**src/lbc_defines.vh**
```
// Constants for the local bus cycle signalling block
`ifndef LBC_DEFINES_VH
`define LBC_DEFINES_VH
// Clock and bus state timing
`define LBC_CLK_PERIOD_NS   100
`define LBC_CLK_DIV         2
// Byte lane encodings {upper_byte_enable_n, a0}
`define LBC_LANE_WORD       2'h0
`define LBC_LANE_UPPER      2'h1
`define LBC_LANE_LOWER      2'h2
`define LBC_LANE_REFRESH    2'h3
// Cycle status codes, active low
`define LBC_ST_INTA         3'h0
`define LBC_ST_IORD         3'h1
`define LBC_ST_IOWR         3'h2
`define LBC_ST_HALT         3'h3
`define LBC_ST_FETCH        3'h4
`define LBC_ST_MEMRD        3'h5
`define LBC_ST_MEMWR        3'h6
`define LBC_ST_PASSIVE      3'h7
// Status code field positions
`define LBC_ST_WRITE_BIT    1
`define LBC_ST_MEM_BIT      2
`endif

```
**src/lbc_sync.v**
```verilog
// Two-flop synchroniser for a vector of level inputs
`timescale 1ns/1ps
module lbc_sync #(
    parameter WIDTH = 1
) (
    // Clock and reset
    input  wire             core_clk,
    input  wire             reset,
    // Data
    input  wire [WIDTH-1:0] async_in,
    output reg  [WIDTH-1:0] sync_out
);
    reg [WIDTH-1:0] stage1;

    always @(posedge core_clk or posedge reset) begin
        if (reset) begin
            stage1   <= {WIDTH{1'b0}};
            sync_out <= {WIDTH{1'b0}};
        end else begin
            stage1   <= async_in;
            sync_out <= stage1;
        end
    end
endmodule // lbc_sync

```
**src/lbc_bus_cycle.v**
```verilog
// Local bus cycle sequencer and pin driver
`timescale 1ns/1ps
`include "lbc_defines.vh"

// Functional notes
// - Drive address bits 19-16 on upper pins during first state.
// - Later states: origin flag low for processor cycle, high for transfer engine.
// - Later states: other three upper status bits held low.
// - Float bus, byte enable, transceiver enable and direction during hold or reset.
// - Narrow variant keeps middle address byte valid first through fourth state.
// - Shared bus carries address in first state, data afterwards.
// - Wide variant: lowest address bit low in first state for lower-lane byte moves.
// - Wide variant: upper byte enable driven from lane code in first state through third and wait states.
// - Lane encoding: word, upper, lower, refresh with both high.
// - Address strobe high in first state; address valid at falling edge.
// - Asynchronous ready rising edge accepted; responder times falling edge.
// - Output clock 50% duty, running through reset and hold.
// - Transceiver enable low during accesses, high when direction changes.
// - Transfer requests are level inputs, synchronised internally.
// - Direction low for incoming data, high for outgoing write data.
// - Grant raised with bus float on request; dropped when request low.
// - Active-low cycle status outputs encode type; float during grant.
module lbc_bus_cycle (
    // Clock and reset
    input  wire        core_clk,
    input  wire        reset,
    // Variant and mode straps
    input  wire        narrow_variant,
    input  wire        enhanced_mode,
    // Internal cycle request
    input  wire        cyc_req,
    input  wire [2:0]  cyc_type,
    input  wire        cyc_dma,
    input  wire        cyc_refresh,
    input  wire [19:0] cyc_addr,
    input  wire [1:0]  cyc_size,
    input  wire [15:0] cyc_wdata,
    output reg         cyc_done,
    output reg  [15:0] cyc_rdata,
    // Ready and requests
    input  wire        async_ready_in,
    input  wire        sync_ready_in,
    input  wire [1:0]  transfer_request_in,
    output reg  [1:0]  transfer_request_sync,
    input  wire        bus_request_in,
    output reg         bus_grant_out,
    // Clock out
    output reg         system_clock_out,
    // Upper address/status and middle address pins
    output reg  [3:0]  upper_addr_status_pins,
    output reg         upper_addr_status_oe,
    output reg  [7:0]  middle_addr_outputs,
    output reg         middle_addr_oe,
    // Shared address/data bus
    input  wire [15:0] muxed_addr_data_bus_in,
    output reg  [15:0] muxed_addr_data_bus_out,
    output reg         muxed_addr_data_bus_oe,
    // Control pins
    output reg         upper_byte_enable_n,
    output reg         upper_byte_enable_oe,
    output reg         addr_strobe,
    output reg         xcvr_enable_n,
    output reg         xcvr_enable_oe,
    output reg         xfer_direction,
    output reg         xfer_direction_oe,
    output reg  [2:0]  cycle_status_code,
    output reg         cycle_status_oe
);
    // ------------------------------------------------------------------
    // States
    // ------------------------------------------------------------------
    localparam [6:0] ST_IDLE = 7'h01;
    localparam [6:0] ST_T1   = 7'h02;
    localparam [6:0] ST_T2   = 7'h04;
    localparam [6:0] ST_T3   = 7'h08;
    localparam [6:0] ST_TW   = 7'h10;
    localparam [6:0] ST_T4   = 7'h20;
    localparam [6:0] ST_HOLD = 7'h40;

    reg [6:0]  state;
    reg [6:0]  next_state;
    reg        phase;
    reg [19:0] addr;
    reg [15:0] wdata;
    reg [2:0]  ctype;
    reg        dma;
    reg [1:0]  lanes;
    reg        ready_seen;
    reg        async_ready_in_meta;
    reg        async_ready_in_sync;
    reg        req_meta;
    reg        req_sync;
    reg [1:0]  drq_sync;

    // Write cycles are memory or I/O writes
    function is_write;
        input [2:0] code;
        begin
            is_write = (code == `LBC_ST_IOWR) || (code == `LBC_ST_MEMWR);
        end
    endfunction

    // Cycles that move data through the transceivers
    function is_access;
        input [2:0] code;
        begin
            is_access = (code != `LBC_ST_HALT) && (code != `LBC_ST_PASSIVE);
        end
    endfunction

    // ------------------------------------------------------------------
    // Synchronisers
    // ------------------------------------------------------------------
    lbc_sync #(.WIDTH(2)) u_drq_sync (
        .core_clk (core_clk),
        .reset    (reset),
        .async_in (transfer_request_in),
        .sync_out (drq_sync)
    );

    // Ready rising edge may be asynchronous, so it goes through two flops
    always @(posedge core_clk or posedge reset) begin
        if (reset) begin
            async_ready_in_meta <= 1'b0;
            async_ready_in_sync <= 1'b0;
            req_meta  <= 1'b0;
            req_sync  <= 1'b0;
            transfer_request_sync <= 2'h0;
        end else begin
            async_ready_in_meta <= async_ready_in;
            async_ready_in_sync <= async_ready_in_meta;
            req_meta  <= bus_request_in;
            req_sync  <= req_meta;
            transfer_request_sync <= drq_sync;
        end
    end

    // ------------------------------------------------------------------
    // Clock output and state machine
    // ------------------------------------------------------------------
    // One bus state is two core clocks; phase 1 is the last half
    wire state_end = phase;

    // No reset here: the output clock has to keep running through reset
    always @(posedge core_clk) begin
        if (phase) begin
            phase            <= 1'b0;
            system_clock_out <= 1'b0;
        end else begin
            phase            <= 1'b1;
            system_clock_out <= 1'b1;
        end
    end

    always @* begin
        next_state = state;
        case (state)
            ST_IDLE: begin
                if (req_sync)
                    next_state = ST_HOLD;
                else if (cyc_req)
                    next_state = ST_T1;
            end
            ST_T1:   next_state = ST_T2;
            ST_T2:   next_state = ST_T3;
            ST_T3:   next_state = ready_seen ? ST_T4 : ST_TW;
            ST_TW:   next_state = ready_seen ? ST_T4 : ST_TW;
            ST_T4:   next_state = req_sync ? ST_HOLD : ST_IDLE;
            ST_HOLD: next_state = req_sync ? ST_HOLD : ST_IDLE;
            default: next_state = ST_IDLE;
        endcase
    end

    always @(posedge core_clk or posedge reset) begin
        if (reset) begin
            state            <= ST_IDLE;
            ready_seen       <= 1'b0;
            addr             <= 20'h0_0000;
            wdata            <= 16'h0000;
            ctype            <= `LBC_ST_PASSIVE;
            dma              <= 1'b0;
            lanes            <= `LBC_LANE_WORD;
            cyc_done         <= 1'b0;
            cyc_rdata        <= 16'h0000;
        end else begin
            cyc_done         <= 1'b0;
            // Ready sampled once per output clock, mid-period
            if (!phase)
                ready_seen <= async_ready_in_sync | sync_ready_in;
            if (state_end) begin
                state <= next_state;
                if (state == ST_IDLE && next_state == ST_T1) begin
                    addr  <= cyc_addr;
                    wdata <= cyc_wdata;
                    ctype <= cyc_type;
                    dma   <= cyc_dma;
                    if (enhanced_mode && cyc_refresh)
                        lanes <= `LBC_LANE_REFRESH;
                    else
                        lanes <= cyc_size;
                end
                if (state == ST_T4) begin
                    cyc_done  <= 1'b1;
                    cyc_rdata <= muxed_addr_data_bus_in;
                end
            end
        end
    end

    // ------------------------------------------------------------------
    // Pin drive, registered
    // ------------------------------------------------------------------
    wire in_cycle = (state == ST_T1) || (state == ST_T2) || (state == ST_T3) ||
                    (state == ST_TW) || (state == ST_T4);
    wire late     = in_cycle && (state != ST_T1);
    wire drive    = (state != ST_HOLD);
    wire wr       = is_write(ctype);

    always @(posedge core_clk or posedge reset) begin
        if (reset) begin
            upper_addr_status_pins  <= 4'h0;
            upper_addr_status_oe    <= 1'b0;
            middle_addr_outputs     <= 8'h00;
            middle_addr_oe          <= 1'b0;
            muxed_addr_data_bus_out <= 16'h0000;
            muxed_addr_data_bus_oe  <= 1'b0;
            upper_byte_enable_n     <= 1'b1;
            upper_byte_enable_oe    <= 1'b0;
            addr_strobe             <= 1'b0;
            xcvr_enable_n           <= 1'b1;
            xcvr_enable_oe          <= 1'b0;
            xfer_direction          <= 1'b0;
            xfer_direction_oe       <= 1'b0;
            cycle_status_code       <= `LBC_ST_PASSIVE;
            cycle_status_oe         <= 1'b0;
            bus_grant_out           <= 1'b0;
        end else begin
            bus_grant_out          <= (state == ST_HOLD);
            upper_addr_status_oe   <= drive;
            middle_addr_oe         <= drive && narrow_variant;
            upper_byte_enable_oe   <= drive && !narrow_variant;
            xcvr_enable_oe         <= drive;
            xfer_direction_oe      <= drive;
            cycle_status_oe        <= drive;
            cycle_status_code      <= in_cycle && state != ST_T4 ? ctype : `LBC_ST_PASSIVE;
            addr_strobe            <= (state == ST_T1) && !phase;
            if (state == ST_T1)
                upper_addr_status_pins <= addr[19:16];
            else if (late)
                upper_addr_status_pins <= {dma, 3'b000};
            if (in_cycle)
                middle_addr_outputs <= addr[15:8];
            if (state == ST_T1) begin
                muxed_addr_data_bus_oe  <= 1'b1;
                muxed_addr_data_bus_out <= narrow_variant ? {8'h00, addr[7:0]}
                                                          : {addr[15:1], lanes[0]};
            end else if (late && wr) begin
                muxed_addr_data_bus_oe  <= 1'b1;
                muxed_addr_data_bus_out <= wdata;
            end else begin
                muxed_addr_data_bus_oe  <= 1'b0;
            end
            // Enable driven from the lane code upper bit from first state through third and wait states
            if (state == ST_T1 || state == ST_T2 || state == ST_T3 || state == ST_TW)
                upper_byte_enable_n <= lanes[1];
            else
                upper_byte_enable_n <= 1'b1;
            // Direction only moves while the transceiver is disabled
            if (state == ST_T1) begin
                xcvr_enable_n  <= 1'b1;
                xfer_direction <= wr;
            end else if (late && state != ST_T4 && is_access(ctype)) begin
                xcvr_enable_n  <= 1'b0;
            end else begin
                xcvr_enable_n  <= 1'b1;
            end
        end
    end
endmodule // lbc_bus_cycle

```
**config.mk**
```make
export PLATFORM = sky130hd
export DESIGN_NAME = lbc_bus_cycle
export DESIGN_NICKNAME = d
export VERILOG_FILES = /design/src/lbc_sync.v /design/src/lbc_bus_cycle.v
export VERILOG_INCLUDE_DIRS = /design/src
export SDC_FILE = /design/constraint.sdc
export NUM_CORES = 1
export LEC_CHECK = 0
export BUFFER_PORTS_ARGS = -buffer_cell sky130_fd_sc_hd__clkbuf_2
export CORE_UTILIZATION = 45
export DETAILED_ROUTE_END_ITERATION = 8
export PLACE_DENSITY_LB_ADDON = 0.25
export SLEW_MARGIN = 10
export SYNTH_ARGS = -nofsm -noshare
export SYNTH_HDL_FRONTEND = slang
export SYNTH_HIERARCHICAL = 1
export SYNTH_SLANG_ARGS = --single-unit
```
**constraint.sdc**
```tcl
create_clock -name core_clk -period 7.8 [get_ports core_clk]
set_input_delay 0.39 -clock core_clk [delete_from_list [all_inputs] [get_ports core_clk]]
set_output_delay 0.39 -clock core_clk [all_outputs]
set_load 0.02 [all_outputs]
```
# --- Word-level counts from Yosys, hierarchy flattened ---
# Cells that the tools add are included.
word_totals:
  register_bits: 118
  input_bits: 69
  output_inout_bits: 63
classes:
  eq_ne: 15
  n_mux: 20
  n_bitwise: 1
  reduce_logical: 24
op_table:
  columns: ["operator", "n"]
  rows:
  - ["16-bit 2-to-1 mux", 3]
  - ["7-bit one-hot mux with 5 select lines", 1]
  - ["7-bit 2-to-1 mux", 3]
  - ["7-bit by 2-bit equality test with 1-bit output, second input constant", 2]
  - ["1-bit logical AND", 11]
  - ["1-bit 2-to-1 mux", 8]
  - ["4-bit 2-to-1 mux", 2]
  - ["7-bit by 1-bit equality test with 1-bit output, second input constant", 1]
  - ["7-bit by 3-bit equality test with 1-bit output, second input constant", 1]
  - ["7-bit by 4-bit equality test with 1-bit output, second input constant", 1]
  - ["7-bit by 5-bit equality test with 1-bit output, second input constant", 1]
  - ["7-bit by 6-bit equality test with 1-bit output, second input constant", 1]
  - ["7-bit equality test, second input constant", 1]
  - ["7-bit by 2-bit inequality test with 1-bit output, second input constant", 1]
  - ["7-bit by 6-bit inequality test with 1-bit output, second input constant", 1]
  - ["7-bit inequality test, second input constant", 1]
  - ["6-bit 2-to-1 mux", 1]
  - ["1-bit logical OR", 5]
  - ["2-bit AND reduction", 2]
  - ["2-bit nonzero test", 2]
  - ["2-bit OR reduction", 2]
  - ["3-bit by 2-bit equality test with 1-bit output, second input constant", 1]
  - ["3-bit equality test, second input constant", 1]
  - ["3-bit 2-to-1 mux", 1]
  - ["other kinds (5)", 6]

# --- Longest topological paths before layout ---
depth:
  word_depth: 10
  mapped_depth: 7

# --- By module ---
# The synthesis kept the hierarchy.
by_module_without_submodules:
  columns: ["mod", "instances", "cells_each", "area_each_um2", "seq_area_each_um2"]
  rows:
  - ["lbc_bus_cycle", 1, 370, 4732.0, 2859.0]
  - ["lbc_sync", 1, 5, 103.8, 100.1]

# --- Worst setup path before layout ---
# Ideal clock, no wire load.
synth_path:
  path_type: "register -> register"
  from: "register state[0]"
  to: "register wdata[0]"
  setup_time_ns: 0.127
  arrival_ns: 1.762
  t_required_ns: 7.673
  path_slack_ns: 5.911
  stages_incl_launch_ff: 6
  path_buffers: 2
  cell_sequence: "dfstp_2 buf_2 nor3b_1 o2111ai_2 clkbuf_1 mux2_1"
synth_via:
  elab_chain_cells: 6
  elab_cells_between_ends: 15
  cone_classes: "8 x eq/ne; 3 x mux; 4 x reduce/logical"
synth_lines:
  columns: ["item", "line_no", "source"]
  rows:
  - ["from (decl)", "lbc_bus_cycle.v:80", "reg [6:0] state;"]
  - ["from (signal assigned)", "lbc_bus_cycle.v:191", "state <= next_state;"]
  - ["7-bit by 6-bit equality test with 1-bit output (tied with other cells)", "lbc_bus_cycle.v:157", "case (state)"]
  - ["2-bit OR reduction (no line) / 7-bit 2-to-1 mux (equally long branches)", null, null]
  - ["7-bit one-hot mux with 5 select lines", "lbc_bus_cycle.v:157", null]
  - ["7-bit by 2-bit equality test with 1-bit output", "lbc_bus_cycle.v:192", "if (state == ST_IDLE && next_state == ST_T1) begin"]
  - ["1-bit logical AND *", "lbc_bus_cycle.v:192", null]
  - ["2-bit AND reduction (no line) *", null, null]
  - ["to (signal assigned)", "lbc_bus_cycle.v:194", "wdata <= cyc_wdata;"]
  - ["to (decl)", "lbc_bus_cycle.v:84", "reg [15:0] wdata;"]
# Mark *: on every way between the ends. The rest lies on a longest branch, timed or not.
# A chain may end at the register's enable or synchronous reset.

# --- Worst setup path in the final report ---
layout_path:
  from: "register state[5]"
  to: "register muxed_addr_data_bus_out[1]"
layout_via:
  elab_chain_cells: 8
  elab_cells_between_ends: 14
  cone_classes: "6 x eq/ne; 1 x mux; 7 x reduce/logical"
layout_lines:
  columns: ["item", "line_no", "source"]
  rows:
  - ["7-bit by 2-bit equality test with 1-bit output / 7-bit by 3-bit equality test with 1-bit output (equally long branches)", "lbc_bus_cycle.v:213, lbc_bus_cycle.v:253", null]
  - ["1-bit logical OR (3 in a row)", "lbc_bus_cycle.v:213", "wire in_cycle = (state == ST_T1) || (state == ST_T2) || (state == ST_T3) ||"]
  - ["1-bit logical OR", "lbc_bus_cycle.v:214", "(state == ST_TW) || (state == ST_T4);"]
  - ["1-bit logical AND", "lbc_bus_cycle.v:215", "wire late = in_cycle && (state != ST_T1);"]
  - ["1-bit logical AND", "lbc_bus_cycle.v:257", "end else if (late && wr) begin"]
  - ["2-bit nonzero test (no line)", null, null]
  - ["to (signal assigned)", "lbc_bus_cycle.v:255", "muxed_addr_data_bus_out <= narrow_variant ? {8'h00, addr[7:0]}"]
  - ["to (signal assigned)", "lbc_bus_cycle.v:259", "muxed_addr_data_bus_out <= wdata;"]
  - ["to (decl)", "lbc_bus_cycle.v:56", "output reg [15:0] muxed_addr_data_bus_out,"]
# Parallel ways exist; a longest one is shown, timed or not.

==> results.toml <==
[floorplan]
fp-row-count = 37
die_w_um = 106
die_area_um2 = 11200
fp.dieH_um = 106
io_pins = 132
initial_core_util_pct = 46.6
core-area_um2 = 10400

[detailed_routing]
drc = 0
drt-initial-drc-count = 196
first_pass_iters = 4
drt-total-wl_um = 9670
avgViaCountPerCell = 4.87
ant_nets = 0
wl_per_cell_um = 14.7
vias = 3204

[worst_setup_path]
critPathArrivalTime_ns = 2.81
crit_buf_inv = 0
end_kind = "flop"
slowest_delay_ns = 0.55
path_max_fanout = 21
critical_path_class = "reg2reg"
cp.required_ns = 8.19
slowest_stage = "nand2_2"
cp_top_family = "simple AND/OR/NAND/NOR gates"
critPathLaunchType = "flop"
path_cells = "nor3_2 > nand2_2 > mux2_4 > mux2_2"

[layout]
drive_above_1_share_pct = 42.3
syn_to_final_growth_pct = 26.9
fin_util_pct = 59.2
fin_nets = 578
antenna-diode-count = 0

[sta]
slew_headroom_pct = 52.3
fin_skew_ns = 0.00860
rsz0062_at_grt = "no"
fin_crit_sh_pct = 30.9
setup_viol = 0
worst_pin_slew_ns = 0.716
fmax_mhz = 415
setup_tns_ns = 0
finalMaxSlewViolations = 0
hold_violations = 0
fin_hold_ws_ns = 0.0692
finalCriticalPeriod_ns = 2.41

[logic_synthesis]
synth_area_leaders = "dfrtp_1 (56%), mux2_2 (7.7%), mux2_1 (6.3%), dfstp_2 (4.9%), nand2_1 (4.3%)"
postSynth.asyncResetShare_pct = 99.2
ys_seq_elements = 118
synth_area_um2 = 4840
synthCells = 375
yosysUniqueCellTypes = 41
yosys-top-cells-count = "dfrtp_1 (108), nand2_1 (56), mux2_2 (33)"
synth_top_area_share_pct = 55.9
synth_most_common_cell = "dfrtp_1"
syn_area_per_cell_um2 = 12.9
yosysSeqAreaShare_pct = 61.2
synth_top_area_cell = "dfrtp_1"
yosys_warnings = 6
syn-num-nets = 444
ys.flop_type = "dfrtp_1"
synth_edf_count = 0

[global_routing]
grt_max_degree = 59
antenna_found_initial = 0
grt_pass1_wl_um = 16100
grt_overflow = 0
grt_pass1_vias = 3266
grt_usage_pct = 19.2

[cts]
clk_pin_slew_worst_paths_ns = 0.06
cts_resized = 0
clock_latency_ns = 0.51
post_cts_buffers = 0
clock-root-buffer = "clkbuf_8"
cts_buffers = 17
ctsLongestPathBuffers = 2
numClockSinks = 118
cts_hold_buf = 5
cts_tree = "done"
h-tree-depth = 4

[power_and_ir_drop]
comb_power_share_pct = 2.7
leakage_nw = 3.22
internal-power_mw = 1.07
max-vdd-ir-drop_v = 0.000129
p_seq_share_pct = 45.6
switching_share_pct = 21.1
switching_power_mw = 0.286
clkPwrFrac_pct = 51.6
power_density_nw_per_um2 = 220

[outcome]
outcome = "finished clean"

[job]
cap_violations = 0

[worst_hold_path]
hp-class = "in2reg"

[place]
gp_congestion = 0.843
io_buffers = 131
dp_hpwl_um = 6640
[logic make-up after synthesis]
group	Yosys count	synth area share, %
buffers and inverters	42	4.37
AOI/OAI and AO/OA	26	3.54
DFF	118	61.2
muxes	85	19.8
and+or+nand+nor	101	10.6
xor gates and xnor gates	3	0.543
[power groups by stage]
stage                     sequential, mW  combinational, mW  clock, mW
after floorplan                    0.629             0.0113          0
after global placement             0.628             0.0361          0
after detailed placement           0.628             0.0365          0
after CTS                          0.617             0.0386      0.713
after global routing               0.617             0.0425      0.746
final                              0.617             0.0371      0.698
[layout make-up]
cell class	instances	area, um2
clock inverters	10	82.6
inverters	19	73.8
multi-input cells	215	1680
flip-flops and latches	118	2960
fillers	879	4230
repair buffers	138	721
well taps	136	170
clock buffers	22	453
[cell usage in the layout, fill, tap and decap left out, types with 2 or more instances in the layout]
master / Yosys / routed
a21oi_1: 6 / 6
mux2_2: 33 / 33
clkbuf_2: 0 / 131
nand4_1: 2 / 2
xor2_1: 2 / 2
nand3_1: 9 / 9
dfstp_2: 9 / 9
o22ai_1: 3 / 3
clkbuf_8: 0 / 3
nor3_1: 2 / 2
o21ai_0: 10 / 10
inv_1: 19 / 18
clkbuf_16: 0 / 16
nor2b_1: 10 / 10
dfrtp_1: 108 / 108
dlygate4sd3_1: 0 / 5
mux2_4: 6 / 6
mux2_1: 27 / 27
mux2i_1: 19 / 19
clkbuf_1: 5 / 3
nand2_1: 56 / 56
clkinv_2: 0 / 6
nor2_1: 7 / 7
nand2b_1: 5 / 5
buf_4: 5 / 2
clkinvlp_4: 0 / 3
[through the flow]
step	area, um2	std cells	total power [mW]	worst slack, ns
after global placement	5550	621	0.664	5.41
after detailed placement	5550	621	0.664	5.40
after global routing	6140	658	1.41	5.26
after floorplan	4840	375	0.640	4.44
after CTS	6140	658	1.37	5.40
final	6140	658	1.35	5.39
[worst min-delay path, delay by kind of cell]
family / cells / cell delay [ns]
AND/OR/NAND/NOR: 2 / 0.09
buffers and inverters: 1 / 0.07
[routing by layer]
metal,GRT usage [%],up-vias,share of wire [%]
met1,24.3,1580,46
li1,-,1521,-
met2,29.6,94,46
met4,7.14,0,1.1
met5,0,-,0
met3,7.67,9,6.7
[registers in the layout (all words and copies together) (netlist names), 2 cells and up]
name                     flops
cycle_status_code            3
middle_addr_outputs          8
ctype                        3
upper_addr_status_pins       4
wdata                       16
addr                        20
cyc_rdata                   16
muxed_addr_data_bus_out     16
u_drq_sync/stage1            2
state                        7
u_drq_sync/sync_out          2
transfer_request_sync        2
lanes                        2
[worst paths after layout]
kind / startpoint / end / slack (ns) / depth (start not counted)
setup / recovery: state[5] / muxed_addr_data_bus_out[1] / 5.39 / 4
hold / removal: muxed_addr_data_bus_in[1] / cyc_rdata[1] / 0.07 / 3
setup reg to reg: state[5] / muxed_addr_data_bus_out[1] / 5.39 / 4
hold reg to reg: u_drq_sync/sync_out[0] / transfer_request_sync[0] / 0.35 / 0
max in group asynchronous: reset / async_ready_in_meta / 6.08 / 4
min in group asynchronous: reset / u_drq_sync/stage1[1] / 0.33 / 3
Power figures use the tool's default switching activity.
